<file path="config.mk">
export PLATFORM = sky130hd
export DESIGN_NAME = ptp_message_handling_config
export DESIGN_NICKNAME = d
export VERILOG_FILES = /design/src/ptp_cfg_pkg.sv /design/src/ptp_frame_classifier.sv /design/src/ptp_message_handling_config.sv
export SDC_FILE = /design/constraint.sdc
export NUM_CORES = 1
export LEC_CHECK = 0
export BUFFER_PORTS_ARGS = -buffer_cell sky130_fd_sc_hd__clkbuf_2
export CORE_UTILIZATION = 50
export DETAILED_ROUTE_END_ITERATION = 6
export GPL_TIMING_DRIVEN = 0
export PLACE_DENSITY = 0.86
export SETUP_SLACK_MARGIN = 0.02
export SLEW_MARGIN = 20
export SYNTH_ARGS = -nofsm -noshare
export SYNTH_HDL_FRONTEND = slang
export SYNTH_SLANG_ARGS = --single-unit
</file>
<file path="constraint.sdc">
create_clock -name hclk -period 4.8 [get_ports hclk]
set_clock_uncertainty 0.2 [all_clocks]
set_input_delay 0.96 -clock hclk [delete_from_list [all_inputs] [get_ports hclk]]
set_output_delay 0.96 -clock hclk [all_outputs]
set_load 0.005 [all_outputs]
</file>
<file path="src/ptp_cfg_pkg.sv">
// Constants shared by the time-sync message configuration and classification logic.
package ptp_cfg_pkg;

	// ----------------------------------------------------------------
	// Register indices and byte addresses
	// ----------------------------------------------------------------
	localparam logic [11:0] IDX_CFG_ONE = 12'h514;
	localparam logic [11:0] IDX_CFG_TWO = 12'h516;
	localparam logic [13:0] ADDR_CFG_ONE = {IDX_CFG_ONE, 2'b00};
	localparam logic [13:0] ADDR_CFG_TWO = {IDX_CFG_TWO, 2'b00};

	// ----------------------------------------------------------------
	// Field positions of the first configuration register
	// ----------------------------------------------------------------
	localparam int B_ONE_STEP = 0;
	localparam int B_HOST_MASTER = 1;
	localparam int B_TC_P2P = 2;
	localparam int B_DET_IPV6 = 3;
	localparam int B_DET_IPV4 = 4;
	localparam int B_DET_ETH = 5;
	localparam int B_SYNC_MODE = 6;
	localparam int B_PROFILE = 7;

	// ----------------------------------------------------------------
	// Field positions of the second configuration register
	// ----------------------------------------------------------------
	localparam int B_SYNC_ASSOC = 9;
	localparam int B_ALL_TOP_QUEUE = 10;
	localparam int B_ALT_MASTER = 11;
	localparam int B_UNICAST = 12;

	// ----------------------------------------------------------------
	// Reset values and writable masks
	// ----------------------------------------------------------------
	localparam logic [15:0] RST_CFG_ONE = 16'h0039;
	localparam logic [15:0] RST_CFG_TWO = 16'h1000;
	localparam logic [15:0] MASK_CFG_ONE = 16'h00FF;
	localparam logic [15:0] MASK_CFG_TWO = 16'h1E00;

	// ----------------------------------------------------------------
	// Message types, transports and UDP ports
	// ----------------------------------------------------------------
	localparam logic [3:0] MSG_SYNC = 4'h0;
	localparam logic [3:0] MSG_DELAY_REQ = 4'h1;
	localparam logic [3:0] MSG_FOLLOW_UP = 4'h8;
	localparam logic [3:0] MSG_EVENT_LIMIT = 4'h8;
	localparam logic [15:0] UDP_PORT_EVENT = 16'h013F;
	localparam logic [15:0] UDP_PORT_GENERAL = 16'h0140;

	typedef enum logic [1:0] {
		TR_OTHER = 2'h0,
		TR_ETH = 2'h1,
		TR_IPV4 = 2'h2,
		TR_IPV6 = 2'h3
	} transport_e;

endpackage : ptp_cfg_pkg

</file>
<file path="src/ptp_frame_classifier.sv">
// Combinational forwarding decision for one frame descriptor.
`timescale 1ns/100ps
module ptp_frame_classifier
	import ptp_cfg_pkg::*;
(
	// Configuration.
	input wire logic [15:0] cfg_one,
	input wire logic [15:0] cfg_two,
	// Frame descriptor.
	input wire transport_e transport,
	input wire logic [3:0] msg_type,
	input wire logic reserved_addr,
	input wire logic [15:0] udp_port,
	input wire logic from_host,
	input wire logic same_domain,
	input wire logic from_active_master,
	input wire logic assoc_match,
	// Decision.
	output logic is_ptp,
	output logic to_host,
	output logic to_nonhost,
	output logic use_lookup,
	output logic drop,
	output logic top_queue,
	output logic hdr_edit,
	output logic ts_insert
);

	logic sync_on;
	logic profile_on;
	logic path_ok;
	logic port_ok;
	logic unicast;
	logic event_msg;
	logic sync_or_dreq;

	// Mode qualifiers and frame recognition.
	always_comb begin
		sync_on = cfg_one[B_SYNC_MODE];
		profile_on = cfg_one[B_SYNC_MODE] & cfg_one[B_PROFILE];
		port_ok = (udp_port == UDP_PORT_EVENT) || (udp_port == UDP_PORT_GENERAL);
		unique case (transport)
			TR_ETH: path_ok = cfg_one[B_DET_ETH];
			TR_IPV4: path_ok = cfg_one[B_DET_IPV4] & port_ok;
			TR_IPV6: path_ok = cfg_one[B_DET_IPV6] & port_ok;
			default: path_ok = 1'b0;
		endcase
		unicast = !reserved_addr && cfg_two[B_UNICAST];
		event_msg = msg_type < MSG_EVENT_LIMIT;
		sync_or_dreq = (msg_type == MSG_SYNC) || (msg_type == MSG_DELAY_REQ);
		is_ptp = sync_on && path_ok && (reserved_addr || unicast);
	end

	// Destination, queue and rewrite choices.
	always_comb begin
		to_host = 1'b0;
		to_nonhost = 1'b0;
		use_lookup = 1'b1;
		top_queue = is_ptp && (cfg_two[B_ALL_TOP_QUEUE] || event_msg);
		hdr_edit = is_ptp && !profile_on;
		ts_insert = is_ptp && event_msg;
		if (is_ptp && unicast) begin
			use_lookup = 1'b1;
		end else if (is_ptp && profile_on) begin
			use_lookup = 1'b0;
			to_host = 1'b1;
		end else if (is_ptp) begin
			use_lookup = 1'b0;
			to_host = !from_host;
			to_nonhost = 1'b1;
			if (sync_or_dreq && !from_host && from_active_master) begin
				if (cfg_two[B_ALT_MASTER]) begin
					to_host = 1'b0;
					to_nonhost = 1'b1;
				end else begin
					to_host = 1'b0;
					to_nonhost = !same_domain;
				end
			end
			if ((msg_type == MSG_FOLLOW_UP) && cfg_two[B_SYNC_ASSOC]) begin
				to_host = to_host && assoc_match;
			end
		end
		drop = is_ptp && !use_lookup && !to_host && !to_nonhost;
	end

endmodule : ptp_frame_classifier

</file>
<file path="src/ptp_message_handling_config.sv">
// Time-sync message configuration registers on AHB-Lite and per-frame forwarding decisions.
//
// Decided for this implementation: register access over AHB-Lite.
`timescale 1ns/100ps
// Contract
// - Profile-variant bit 7 acts only while time-sync mode bit 6 is set.
// - Profile variant sends every time-sync message to host, headers untouched; the code sends unicast ones by table lookup instead.
// - Time-sync mode identifies message types and gives them special forwarding.
// - Time-sync mode may rewrite headers and insert timestamps.
// - Mode bit turns the internal time-sync clock on; resets to zero.
// - Time-sync mode uses the timestamp-carrying tail tag on the host port.
// - Raw Ethernet time-sync detection only while bit 5 set; resets to one.
// - IPv4/UDP detection only while bit 4 set; resets to one.
// - IPv6/UDP detection only while bit 3 set; resets to one.
// - Bit 2 picks peer-to-peer (one) or end-to-end (zero); resets zero.
// - Bit 1 makes host port master (one) or slave (zero); resets zero.
// - Bit 0 picks one-step (one) or two-step (zero); resets one.
// - Unicast bit 12: port 319/320 without reserved address uses table lookup.
// - Unicast disabled: only multicast-addressed frames count as time-sync.
// - Alternate master on: same-domain Sync/Delay_Req from master go to non-host ports.
// - Alternate master off: such frames skip host; other domains reach non-host ports.
// - Bit 10 puts all messages in top queue; otherwise event messages only.
// - Bit 9 pairs Follow_up with Sync; host gets it only on matching identifiers; the code's profile variant sends it to host regardless.
module ptp_message_handling_config
	import ptp_cfg_pkg::*;
(
	// Clock and reset.
	input wire logic hclk,
	input wire logic hresetn,
	// AHB-Lite slave.
	input wire logic hsel,
	input wire logic [31:0] haddr,
	input wire logic [1:0] htrans,
	input wire logic hwrite,
	input wire logic [2:0] hsize,
	input wire logic [31:0] hwdata,
	input wire logic hready,
	output logic hreadyout,
	output logic [31:0] hrdata,
	output logic hresp,
	// Frame descriptor from the forwarding fabric.
	input wire logic desc_valid,
	input wire transport_e desc_transport,
	input wire logic [3:0] desc_msg_type,
	input wire logic desc_reserved_addr,
	input wire logic [15:0] desc_udp_port,
	input wire logic desc_from_host,
	input wire logic desc_same_domain,
	input wire logic desc_from_active_master,
	input wire logic [7:0] desc_domain,
	input wire logic [15:0] desc_seq_id,
	input wire logic [15:0] desc_src_port,
	// Forwarding decision.
	output logic dec_valid,
	output logic dec_is_ptp,
	output logic dec_to_host,
	output logic dec_to_nonhost,
	output logic dec_use_lookup,
	output logic dec_drop,
	output logic dec_top_queue,
	output logic dec_hdr_edit,
	output logic dec_ts_insert,
	// Static mode outputs.
	output logic ptp_clock_en,
	output logic tail_tag_ts,
	output logic tc_p2p,
	output logic host_master,
	output logic one_step
);

	// ----------------------------------------------------------------
	// Bus slave
	// ----------------------------------------------------------------

	logic [15:0] cfg_one_q;
	logic [15:0] cfg_one_d;
	logic [15:0] cfg_two_q;
	logic [15:0] cfg_two_d;
	logic wr_one_q;
	logic wr_two_q;
	logic hreadyout_q;
	logic [31:0] hrdata_q;
	logic hresp_q;
	logic addr_phase;

	// An access is taken when selected, non-idle and the bus is ready.
	assign addr_phase = hsel && htrans[1] && hready;

	// Remember which register a write targets until its data phase.
	always_ff @(posedge hclk or negedge hresetn) begin
		if (!hresetn) begin
			wr_one_q <= 1'b0;
			wr_two_q <= 1'b0;
		end else if (hready) begin
			wr_one_q <= addr_phase && hwrite && (haddr[13:0] == ADDR_CFG_ONE);
			wr_two_q <= addr_phase && hwrite && (haddr[13:0] == ADDR_CFG_TWO);
		end
	end

	// Next register values with the pending write applied.
	always_comb begin
		cfg_one_d = cfg_one_q;
		cfg_two_d = cfg_two_q;
		if (wr_one_q) begin
			cfg_one_d = hwdata[15:0] & MASK_CFG_ONE;
		end
		if (wr_two_q) begin
			cfg_two_d = hwdata[15:0] & MASK_CFG_TWO;
		end
	end

	// Configuration registers, reserved bits held at zero.
	always_ff @(posedge hclk or negedge hresetn) begin
		if (!hresetn) begin
			cfg_one_q <= RST_CFG_ONE;
			cfg_two_q <= RST_CFG_TWO;
		end else begin
			cfg_one_q <= cfg_one_d;
			cfg_two_q <= cfg_two_d;
		end
	end

	// Read data is loaded from next values so a read right after a write sees it.
	always_ff @(posedge hclk or negedge hresetn) begin
		if (!hresetn) begin
			hrdata_q <= 32'h0000_0000;
		end else if (addr_phase && !hwrite && (haddr[13:0] == ADDR_CFG_ONE)) begin
			hrdata_q <= {16'h0000, cfg_one_d};
		end else if (addr_phase && !hwrite && (haddr[13:0] == ADDR_CFG_TWO)) begin
			hrdata_q <= {16'h0000, cfg_two_d};
		end else begin
			hrdata_q <= 32'h0000_0000;
		end
	end

	// The slave never stalls and always answers OKAY.
	always_ff @(posedge hclk or negedge hresetn) begin
		if (!hresetn) begin
			hreadyout_q <= 1'b1;
			hresp_q <= 1'b0;
		end else begin
			hreadyout_q <= 1'b1;
			hresp_q <= 1'b0;
		end
	end

	assign hreadyout = hreadyout_q;
	assign hrdata = hrdata_q;
	assign hresp = hresp_q;

	// ----------------------------------------------------------------
	// Static mode outputs
	// ----------------------------------------------------------------

	// Clock enable and tail tag follow the mode bit; method bits drive the timing engine.
	assign ptp_clock_en = cfg_one_q[B_SYNC_MODE];
	assign tail_tag_ts = cfg_one_q[B_SYNC_MODE];
	assign tc_p2p = cfg_one_q[B_TC_P2P];
	assign host_master = cfg_one_q[B_HOST_MASTER];
	assign one_step = cfg_one_q[B_ONE_STEP];

	// ----------------------------------------------------------------
	// Sync and Follow_up association
	// ----------------------------------------------------------------

	logic [39:0] sync_key_q;
	logic sync_key_valid_q;
	logic [39:0] desc_key;
	logic assoc_match;
	logic cls_is_ptp;
	logic cls_to_host;
	logic cls_to_nonhost;
	logic cls_use_lookup;
	logic cls_drop;
	logic cls_top_queue;
	logic cls_hdr_edit;
	logic cls_ts_insert;

	assign desc_key = {desc_domain, desc_seq_id, desc_src_port};
	assign assoc_match = sync_key_valid_q && (sync_key_q == desc_key);

	// Keep the identifiers of the last Sync seen as a time-sync frame.
	always_ff @(posedge hclk or negedge hresetn) begin
		if (!hresetn) begin
			sync_key_q <= 40'h00_0000_0000;
			sync_key_valid_q <= 1'b0;
		end else if (desc_valid && cls_is_ptp && (desc_msg_type == MSG_SYNC)) begin
			sync_key_q <= desc_key;
			sync_key_valid_q <= 1'b1;
		end
	end

	// ----------------------------------------------------------------
	// Classification
	// ----------------------------------------------------------------

	// Per-frame decision logic.
	ptp_frame_classifier u_classifier (
		.cfg_one(cfg_one_q),
		.cfg_two(cfg_two_q),
		.transport(desc_transport),
		.msg_type(desc_msg_type),
		.reserved_addr(desc_reserved_addr),
		.udp_port(desc_udp_port),
		.from_host(desc_from_host),
		.same_domain(desc_same_domain),
		.from_active_master(desc_from_active_master),
		.assoc_match(assoc_match),
		.is_ptp(cls_is_ptp),
		.to_host(cls_to_host),
		.to_nonhost(cls_to_nonhost),
		.use_lookup(cls_use_lookup),
		.drop(cls_drop),
		.top_queue(cls_top_queue),
		.hdr_edit(cls_hdr_edit),
		.ts_insert(cls_ts_insert)
	);

	// Decisions are registered one cycle after the descriptor and stand until the next one.
	always_ff @(posedge hclk or negedge hresetn) begin
		if (!hresetn) begin
			dec_is_ptp <= 1'b0;
			dec_to_host <= 1'b0;
			dec_to_nonhost <= 1'b0;
			dec_use_lookup <= 1'b0;
			dec_drop <= 1'b0;
			dec_top_queue <= 1'b0;
			dec_hdr_edit <= 1'b0;
			dec_ts_insert <= 1'b0;
		end else if (desc_valid) begin
			dec_is_ptp <= cls_is_ptp;
			dec_to_host <= cls_to_host;
			dec_to_nonhost <= cls_to_nonhost;
			dec_use_lookup <= cls_use_lookup;
			dec_drop <= cls_drop;
			dec_top_queue <= cls_top_queue;
			dec_hdr_edit <= cls_hdr_edit;
			dec_ts_insert <= cls_ts_insert;
		end
	end

	// One-cycle strobe marking a fresh decision.
	always_ff @(posedge hclk or negedge hresetn) begin
		if (!hresetn) begin
			dec_valid <= 1'b0;
		end else begin
			dec_valid <= desc_valid;
		end
	end
endmodule : ptp_message_handling_config

</file>
==> impl_metrics.py, run 1 <==
metrics = {
    "cts": {
        "cts_htree_levels": 3,
        "clkSlewWorstSetupHoldPaths_ps": 100,
        "cts_setup_buffers": 0,
        "clock-sinks": 100,
        "numCtsBuffers": 9,
        "postCtsHoldBufs": 0,
        "clock_latency_ps": 360,
        "cts_resized": 0,
        "cts_root_buf": "clkbuf_8",
        "cts_tree": "built",
        "clockBufferDepth": 2,
    },
    "logic_synthesis": {
        "netlist_top_cells_count": "95 x dfrtp_1, 52 x mux2_2, 39 x xnor2_1",
        "syn_area_um2": 4500,
        "synth_warnings": 0,
        "synth_top_area_cell": "dfrtp_1",
        "yosys.area.top_type_share_pct": 52.9,
        "ys_types": 44,
        "post_synth.cell_area_avg_um2": 12.5,
        "ys_seq_area_share_pct": 55.8,
        "synth_most_common_cell": "dfrtp_1",
        "synth_ff_type": "dfrtp_1",
        "synth_area_leaders": "dfrtp_1 53%, mux2_2 13%, xnor2_1 7.6%",
        "netlist_instances": 359,
        "synth_edf_count": 0,
        "synth-seq-cells": 100,
        "async_flop_share_pct": 100,
    },
    "place": {
        "gp_congestion": 0.821,
        "post_dp_cell_area_um2": 5360,
        "portBuffers": 127,
        "dp_cells": 611,
        "pre_cts_ws_ps": 1810,
        "place_hpwl_um": 7150,
    },
    "route": {
        "viasPerCell": 5.06,
        "first_pass_iters": 4,
        "wirelength_um": 9310,
        "final_antenna_net_count": 0,
        "detail_route.iter0.violations": 98,
        "dr_total_vias": 3175,
        "drc": 0,
        "wl_per_cell_um": 14.9,
    },
    "flow_run": {
        "cap_violations": 0,
    },
    "sta": {
        "setup_violations": 0,
        "setup_tns_ps": 0,
        "timing.final.crit_share_pct": 54.8,
        "worstMarginPinSlew_ps": 520,
        "fin_crit_ps": 2630,
        "slew-limit-headroom_pct": 65.3,
        "fin_ws_ps": 2170,
        "hold_violations": 0,
        "max_freq_mhz": 380,
        "maxSlewViolCount": 0,
        "rsz0062_at_grt": "false",
    },
    "global_route": {
        "grt_max_degree": 63,
        "grt_overflow": 0,
        "grt_use_total_pct": 21.0,
        "antenna_found_initial": 0,
        "grt_pass1_wl_um": 15800,
        "grt_pass1_vias": 3331,
    },
    "setup_path": {
        "cp.depth": 5,
        "crit_arrival_ps": 2690,
        "r2r_cells": 5,
        "worstSetupStartpoint": "desc_udp_port[9]",
        "crit_path_end_kind": "flip-flop",
        "crit_required_ps": 4860,
        "cp-start-kind": "input pin",
        "rr_startpoint": "wr_one_q",
        "path_delay_family": "compound AO/OA/AOI/OAI gates",
        "worst-path-max-fanout": 4,
        "cp_num_buf_inv": 1,
        "cp_cell_sequence": "clkbuf_2 -> or4b_4 -> a2111oi_4 -> o2111ai_1 -> o41ai_1",
        "r2r-end": "hrdata[7]",
        "crit_path_end": "dec_drop",
        "cp_slowest_stage_delay_ps": 540,
        "r2r_setup_slack_ps": 2690,
        "cp_slowest_cell": "or4b_4",
        "path_class": "input pin to flip-flop",
    },
    "pwr": {
        "power_frac_seq_pct": 55.4,
        "p_leak_uw": 0.00281,
        "power.share.combinational_pct": 10.5,
        "swShare_pct": 23.8,
        "powerDensity_nw_per_um2": 286,
        "internal_power_uw": 1210,
        "p_switching_uw": 379,
        "power_uw": 1590,
        "ir_worst_vdd_uv": 156,
        "pwr-share-clk_pct": 34.1,
    },
    "finish": {
        "fillers": 707,
        "drive_gt1_share_pct": 43.9,
        "area_delta_synth_final_pct": 23.8,
        "nets": 655,
        "diodes": 0,
        "stdcell_count": 627,
        "design_area_um2": 5570,
    },
    "floorplan": {
        "die_w_um": 96.8,
        "row_count": 34,
        "chipHeight_um": 96.8,
        "die_area_um2": 9380,
        "start_util_pct": 51.6,
        "core_um2": 8720,
        "pin_count": 189,
    },
    "hold_path": {
        "hold_path_class": "flip-flop to flip-flop",
    },
    "run_status": {
        "status": "completed",
    },
}
how the worst min path moves through the flow:
| stage | start | endpoint | slack, ps | depth (start not counted) |
|---|---|---|---|---|
| 2_1_floorplan | sync_key_valid_q | sync_key_valid_q | 230 | 1 |
| 3_3_place_gp | sync_key_valid_q | sync_key_valid_q | 240 | 1 |
| 3_5_place_dp | sync_key_valid_q | sync_key_valid_q | 260 | 1 |
| 4_1_cts | sync_key_valid_q | sync_key_valid_q | 290 | 1 |
| 5_1_grt | hresetn | sync_key_q[15] | 310 | 1 |
| 6_report | sync_key_valid_q | sync_key_valid_q | 280 | 1 |
kinds of logic (layout without fill, tap and decap cells):
kind of cell | after synthesis | in the layout | synth area share [%]
multiplexers | 59 | 59 | 14.6
buffers and inverters | 41 | 185 | 5.70
AO/OA/AOI/OAI | 18 | 18 | 3.67
other | 2 | 18 | 0.167
AND/OR/NAND/NOR | 100 | 100 | 12.5
flip-flops | 100 | 100 | 55.8
XOR/XNOR | 39 | 39 | 7.60
state kept, by name, summed over array words and instances, names as in the netlist:
signal,flops
hrdata,16
dec_to_host,1
sync_key_q,40
dec_is_ptp,1
wr_two_q,1
dec_hdr_edit,1
dec_valid,1
dec_ts_insert,1
dec_drop,1
dec_to_nonhost,1
cfg_one_q,16
sync_key_valid_q,1
wr_one_q,1
dec_top_queue,1
cfg_two_q,16
dec_use_lookup,1
through the flow:
step | utilization, % | hold slack (ps)
2_1_floorplan | - | 227
3_3_place_gp | 61.1 | 244
3_5_place_dp | 61.5 | 263
4_1_cts | 63.8 | 286
5_1_grt | 63.8 | 306
6_report | 63.8 | 282
power groups by stage:
| stage | sequential, uW | combinational (uW) | clock, uW |
|---|---|---|---|
| 6_report | 883 | 167 | 542 |
| 5_1_grt | 886 | 186 | 590 |
| 4_1_cts | 883 | 169 | 553 |
| 3_5_place_dp | 900 | 168 | 0 |
| 3_3_place_gp | 899 | 158 | 0 |
| 2_1_floorplan | 895 | 81.7 | 0 |
layout by cell type (no fill, tap or decap), drive strengths merged, types with 2 or more instances in the layout:
master	n
clkinvlp	3
dfrtp	95
nor3	12
nand4	13
clkbuf	147
buf	24
mux2	52
o22ai	5
a2111oi	2
nand2	3
nand2b	3
nor2	30
xnor2	39
mux2i	7
clkinv	2
dfstp	5
conb	18
inv	8
nor4	3
nor4b	3
nor2b	21
o21ai	3
metal layers:
metal / track usage, % / vias up / wire length, um
met1: 25.1 / 1556 / 3900
met4: 6.20 / 0 / 102
met5: 0 / - / 0
met3: 4.41 / 12 / 482
li1: - / 1502 / -
met2: 37.9 / 105 / 4830
area by class of cell:
class	instances	area, um^2	share of cell area [%]
Clock buffer	11	141	2.54
Clock inverter	5	61.3	1.10
Inverter	9	33.8	0.607
Timing Repair Buffer	128	672	12.1
Buffer	32	223	4.00
Multi-Input combinational cell	234	1790	32.2
Tap cell	108	135	2.43
Sequential cell	100	2510	45.1
Power figures use the tool's default switching activity.
==> inputs of run 2 (changes only) <==
--- a/config.mk
+++ b/config.mk
@@ -6,10 +6,10 @@
 export NUM_CORES = 1
 export LEC_CHECK = 0
 export BUFFER_PORTS_ARGS = -buffer_cell sky130_fd_sc_hd__clkbuf_2
-export CORE_UTILIZATION = 50
+export CORE_UTILIZATION = 43
 export DETAILED_ROUTE_END_ITERATION = 6
 export GPL_TIMING_DRIVEN = 0
-export PLACE_DENSITY = 0.86
+export PLACE_DENSITY = 0.79
 export SETUP_SLACK_MARGIN = 0.02
 export SLEW_MARGIN = 20
 export SYNTH_ARGS = -nofsm -noshare
==> constraint.sdc (replaced) <==
create_clock -name hclk -period 2.15 [get_ports hclk]
set_clock_uncertainty 0.2 [all_clocks]
set_input_delay 0.43 -clock hclk [delete_from_list [all_inputs] [get_ports hclk]]
set_output_delay 0.43 -clock hclk [all_outputs]
set_load 0.005 [all_outputs]
==> impl_metrics.py, run 2 (synthesis gave the netlist of run 1 again) <==
metrics = {
    "pwr": {
        "swShare_pct": 22.9,
        "power.share.combinational_pct": 10.3,
        "internal_power_uw": 2830,
        "ir_worst_vdd_uv": 368,
        "power_uw": 3670,
        "power_frac_seq_pct": 53.7,
        "p_leak_uw": 0.00285,
        "powerDensity_nw_per_um2": 648,
        "p_switching_uw": 840,
        "pwr-share-clk_pct": 36.0,
    },
    "place": {
        "gp_congestion": 0.781,
        "post_dp_cell_area_um2": 5400,
        "place_hpwl_um": 7220,
        "portBuffers": 127,
        "dp_cells": 636,
    },
    "setup_path": {
        "worstSetupStartpoint": "desc_udp_port[9]",
        "crit_required_ps": 2180,
        "crit_arrival_ps": 2170,
        "crit_path_end": "sync_key_q[5]",
        "cp_cell_sequence": "clkbuf_2 -> or4b_4 -> a2111oi_4 -> o211ai_4 -> buf_6 -> mux2_2",
        "cp.depth": 6,
        "r2r-end": "sync_key_q[5]",
        "crit_path_end_kind": "flip-flop",
        "cp_slowest_stage_delay_ps": 540,
        "worst-path-max-fanout": 10,
        "cp-start-kind": "input pin",
        "cp_slowest_cell": "or4b_4",
        "r2r_cells": 5,
        "path_delay_family": "compound AO/OA/AOI/OAI gates",
        "cp_num_buf_inv": 2,
        "rr_startpoint": "cfg_one_q[4]",
        "path_class": "input pin to flip-flop",
        "r2r_setup_slack_ps": 90,
    },
    "finish": {
        "largest_reg_flops": 40,
        "final_common_cell": "clkbuf_2",
        "diodes": 0,
        "drive_gt1_share_pct": 44.4,
        "area_delta_synth_final_pct": 25.9,
        "stdcell_count": 655,
        "nets": 658,
        "layout_common_cells": "128 x clkbuf_2, 95 x dfrtp_1, 52 x mux2_2",
        "regMostFlops": "sync_key_q",
        "design_area_um2": 5660,
    },
    "run_status": {
        "status": "completed",
    },
    "cts": {
        "cts_root_buf": "clkbuf_8",
        "cts_htree_levels": 3,
        "clock_latency_ps": 350,
        "clock-sinks": 100,
        "cts_tree": "built",
        "numCtsBuffers": 9,
        "clkSlewWorstSetupHoldPaths_ps": 90,
        "clockBufferDepth": 2,
    },
    "global_route": {
        "antenna_found_initial": 0,
        "grtUsageMet2_pct": 30.8,
        "grt_use_total_pct": 17.7,
        "grt-busiest-layer": "met2",
        "grt_pass1_wl_um": 15300,
        "met3_usage_pct": 4.95,
        "grt_pass1_vias": 3217,
        "grt_overflow": 0,
        "grt_max_degree": 58,
        "grt_use_met1_pct": 21.3,
    },
    "route": {
        "dr_total_vias": 3156,
        "first_pass_iters": 4,
        "viasPerCell": 4.82,
        "wirelength_um": 9360,
        "wl_per_cell_um": 14.3,
        "detail_route.iter0.violations": 85,
        "final_antenna_net_count": 0,
        "drc": 0,
    },
    "floorplan": {
        "core_um2": 9950,
        "start_util_pct": 45.2,
        "die_w_um": 104,
        "row_count": 36,
        "die_area_um2": 10900,
        "chipHeight_um": 104,
        "pin_count": 189,
    },
    "flow_run": {
        "cap_violations": 0,
    },
    "hold_path": {
        "hold_path_class": "input pin to flip-flop",
    },
    "sta": {
        "worstMarginPinSlew_ps": 517,
        "hold_violations": 0,
        "timing.final.crit_share_pct": 99.7,
        "maxSlewViolCount": 0,
        "fin_crit_ps": 2140,
        "setup_violations": 0,
        "max_freq_mhz": 467,
        "rsz0062_at_grt": "true",
        "slew-limit-headroom_pct": 65.5,
    },
}
## run 2: cell types whose count changed in the layout (fill, tap and decap cells not counted), sizes merged
cell,change
buf,+1
bufinv,+1
clkinv,-1
clkinvlp,-1
dlygate4sd3,+2
inv,+1
## run 2: timing repair
item                                    CTS  global route
endpoints found under the setup margin    0             5
hold buffers                              2             0
gates resized for setup                   0             4
setup buffers                             0             1
hold endpoints to repair                 42             0
## run 2: power groups by stage
| stage | Combinational [uW] | Sequential, uW | Clock (uW) |
|---|---|---|---|
| after floorplan | 183 | 2000 | 0 |
| after global placement | 356 | 2010 | 0 |
| after detailed placement | 376 | 2010 | 0 |
| after CTS | 380 | 1970 | 1360 |
| after global routing | 422 | 1980 | 1430 |
| final | 378 | 1970 | 1320 |
## run 2: worst min path at each step
stage	start	endpoint	slack [ps]	cells past startpoint
global placement	sync_key_valid_q	sync_key_valid_q	240	1
finish	hready	wr_one_q	90	2
floorplan	hresetn	cfg_one_q[10]	-70	0
global route	desc_msg_type[3]	dec_ts_insert	90	2
detailed placement	hresetn	sync_key_q[20]	190	1
CTS	hready	wr_one_q	70	2
## run 2: layer usage
layer / routed length, um / vias to the layer above
li1: - / 1510
met4: 153 / 0
met3: 571 / 12
met2: 4620 / 101
met5: 0 / -
met1: 4020 / 1533
## run 2: area by class of cell
class	count	area [um^2]
Clock buffer	11	141
Fill cell	877	4290
Multi-Input combinational cell	234	1810
Inverter	9	33.8
Clock inverter	5	83.8
Buffer	32	224
Tap cell	133	166
Sequential cell	100	2510
Timing Repair Buffer	131	699
## run 2: through the flow
step / setup TNS [ps] / util [%] / worst slack [ps] / hold WS, ps
2_1_floorplan: 0 / - / 19.0 / -65.6
6_report: 0 / 56.9 / 6.82 / 92.7
3_3_place_gp: -84070 / 53.8 / -773 / 245
5_1_grt: -77.6 / 56.9 / -10.9 / 94.5
3_5_place_dp: -11940 / 54.2 / -311 / 187
4_1_cts: 0 / 56.7 / 46.5 / 68.7
==> inputs of run 3 (changes only) <==
--- a/config.mk
+++ b/config.mk
@@ -6,7 +6,8 @@
 export NUM_CORES = 1
 export LEC_CHECK = 0
 export BUFFER_PORTS_ARGS = -buffer_cell sky130_fd_sc_hd__clkbuf_2
-export CORE_UTILIZATION = 43
+export CAP_MARGIN = 0
+export CORE_UTILIZATION = 44
 export DETAILED_ROUTE_END_ITERATION = 6
 export GPL_TIMING_DRIVEN = 0
 export PLACE_DENSITY = 0.79
@@ -14,4 +15,5 @@
 export SLEW_MARGIN = 20
 export SYNTH_ARGS = -nofsm -noshare
 export SYNTH_HDL_FRONTEND = slang
+export SYNTH_HIERARCHICAL = 1
 export SYNTH_SLANG_ARGS = --single-unit
==> impl_metrics.py, run 3 <==
metrics = {
    "run_status": {
        "status": "finished with violations",
        "failed_checks": "negative setup slack",
    },
    "setup_path": {
        "crit_required_ps": 2260,
        "path_class": "flip-flop to flip-flop",
        "cp-start-kind": "flip-flop",
        "worst-path-max-fanout": 2,
        "crit_arrival_ps": 2650,
        "crit_path_end_kind": "flip-flop",
    },
    "logic_synthesis": {
        "synth-compound-area-share_pct": 1.71,
        "synth-seq-cells": 100,
        "synthMuxAreaShare_pct": 20.5,
        "netlist_instances": 351,
        "synth_most_common_cell": "dfrtp_1",
        "synth_ff_type": "dfrtp_1",
        "synth_area_leaders": "dfrtp_1 50%, mux2_4 12%, xor2_1 7.2%",
        "ys_seq_area_share_pct": 52.9,
        "ys_types": 41,
        "synth-adder-area-share_pct": 0,
        "yosys.area.top_type_share_pct": 50.1,
        "synth_top_family_by_area": "multiplexers",
        "syn_area_um2": 4750,
        "synth_xor_area_share_pct": 7.38,
        "async_flop_share_pct": 100,
        "synth_top_area_cell": "dfrtp_1",
        "netlist_top_cells_count": "95 x dfrtp_1, 39 x mux2_4, 39 x xor2_1",
        "synth_edf_count": 0,
        "synth_warnings": 6,
        "synthSimpleGateAreaFrac_pct": 11.9,
        "post_synth.cell_area_avg_um2": 13.5,
    },
    "finish": {
        "drive_gt1_share_pct": 51.5,
        "final_common_cell": "clkbuf_2",
        "stdcell_count": 660,
        "layout_common_cells": "128 x clkbuf_2, 95 x dfrtp_1, 42 x mux2_4",
        "largest_reg_flops": 40,
        "fillers": 853,
        "seqCellArea_um2": 2510,
        "regMostFlops": "sync_key_q",
        "design_area_um2": 6160,
        "diodes": 0,
        "nets": 660,
        "area_delta_synth_final_pct": 29.8,
        "multi_input_area_um2": 2130,
    },
    "cts": {
        "numCtsBuffers": 9,
        "clockBufferDepth": 2,
        "cts_htree_levels": 3,
        "cts_tree": "built",
        "clock-sinks": 100,
        "clkSlewWorstSetupHoldPaths_ps": 90,
        "clock_latency_ps": 380,
        "cts_root_buf": "clkbuf_8",
    },
    "pwr": {
        "pwr-share-clk_pct": 32.7,
        "ir_worst_vdd_uv": 527,
        "powerDensity_nw_per_um2": 613,
        "power.share.combinational_pct": 13.4,
        "internal_power_uw": 2830,
        "power_frac_seq_pct": 53.9,
        "p_switching_uw": 954,
        "p_leak_uw": 0.00334,
        "swShare_pct": 25.2,
    },
    "place": {
        "place_hpwl_um": 7400,
        "portBuffers": 128,
        "post_dp_cell_area_um2": 5690,
        "dp_cells": 632,
        "gp_congestion": 0.795,
    },
    "sta": {
        "worstMarginPinSlew_ps": 715,
        "timing.final.crit_share_pct": 118,
        "fin_crit_ps": 2540,
        "setup_violations": 43,
        "maxSlewViolCount": 0,
        "rsz0062_at_grt": "true",
        "fin_ws_ps": -388,
        "hold_violations": 0,
        "max_freq_mhz": 394,
        "slew-limit-headroom_pct": 52.3,
    },
    "global_route": {
        "grt_pass1_wl_um": 17100,
        "antenna_found_initial": 0,
        "grt_max_degree": 56,
        "grt_overflow": 0,
        "grt_pass1_vias": 3456,
        "grt_use_total_pct": 20.1,
    },
    "floorplan": {
        "die_area_um2": 11200,
        "start_util_pct": 45.8,
        "row_count": 37,
        "pin_count": 189,
        "core_um2": 10400,
        "die_w_um": 106,
        "chipHeight_um": 106,
    },
    "route": {
        "detail_route.iter0.violations": 125,
        "dr_total_vias": 3213,
        "first_pass_iters": 5,
        "wirelength_um": 10600,
        "drc": 0,
        "wl_per_cell_um": 16.1,
        "viasPerCell": 4.87,
        "final_antenna_net_count": 0,
    },
    "flow_run": {
        "cap_violations": 0,
    },
    "hold_path": {
        "hold_path_class": "input pin to flip-flop",
    },
}
-- run 3: repair_timing --
item,in CTS,in global routing
hold buffers,2,0
setup endpoints to repair,41,46
hold endpoints to repair,44,0
gates resized for setup,18,11
pin swaps,1,3
buffers inserted,7,1
gates cloned,4,0
-- run 3: path summary, 6_finish.rpt --
path,slack [ps],start,cells after the start,to
worst max-delay path,-390,sync_key_q[13],10,dec_to_host
worst min-delay path,50,hready,2,wr_one_q
worst max register to register,-390,sync_key_q[13],10,dec_to_host
worst min register to register,310,dec_drop,1,dec_drop
max in group asynchronous,760,hresetn,3,cfg_one_q[4]
min in group asynchronous,350,hresetn,2,sync_key_q[28]
-- run 3: routing by layer --
| metal | vias up | GRT usage [%] | share of wire [%] |
|---|---|---|---|
| li1 | 1503 | - | - |
| met3 | 14 | 6.49 | 6.5 |
| met1 | 1587 | 23.1 | 40 |
| met4 | 0 | 7.04 | 1.6 |
| met2 | 109 | 34.8 | 52 |
| met5 | - | 0 | 0 |
-- run 3: cell families (layout without fill, tap and decap cells) --
family                    after synthesis  after routing
AOI/OAI and AO/OA                       8              8
buffers and inverters                  37            194
other                                   2             18
xor gates and xnor gates               40             40
muxes                                  75             75
and+or+nand+nor                        89             89
DFF                                   100            100
-- run 3: power by group through the flow --
| stage | clock network [uW] | logic [uW] | registers, uW |
|---|---|---|---|
| after floorplan | 0 | 267 | 2050 |
| after global placement | 0 | 456 | 2060 |
| after detailed placement | 0 | 481 | 2070 |
| after CTS | 1260 | 500 | 2030 |
| after global routing | 1330 | 561 | 2050 |
| final | 1240 | 507 | 2040 |
-- run 3: area by class of cell --
| class | instances | share of cell area (%) |
|---|---|---|
| multi-input cells | 230 | 34.6 |
| well taps | 136 | 2.76 |
| repair buffers | 142 | 14.2 |
| flip-flops and latches | 100 | 40.7 |
| plain buffers | 31 | 4.16 |
| inverters | 5 | 0.305 |
| clock inverters | 5 | 0.975 |
| clock buffers | 11 | 2.29 |
-- run 3: worst max-delay path, stage by stage (launching register included) --
cell and delay, ps:
dfrtp_1 410, xor2_1 160, nor4_2 320, nand3_1 200, nor4_4 290, nor3b_1 100
mux2_2 270, a21oi_1 130, a21oi_1 60, nor3_1 160, mux2_2 190
-- run 3: per-stage QoR --
step                      TNS, ps  worst slack, ps  power, uW  hold slack, ps  utilization, %
after floorplan            -13590             -343       2320           -65.6               -
after global placement     -97250             -784       2520             251            54.5
after detailed placement   -23930             -699       2550             193            54.9
after CTS                  -10970             -423       3800            37.1            59.3
after global routing       -15290             -546       3940            51.0            59.4
final                      -10380             -388       3780            49.7            59.4
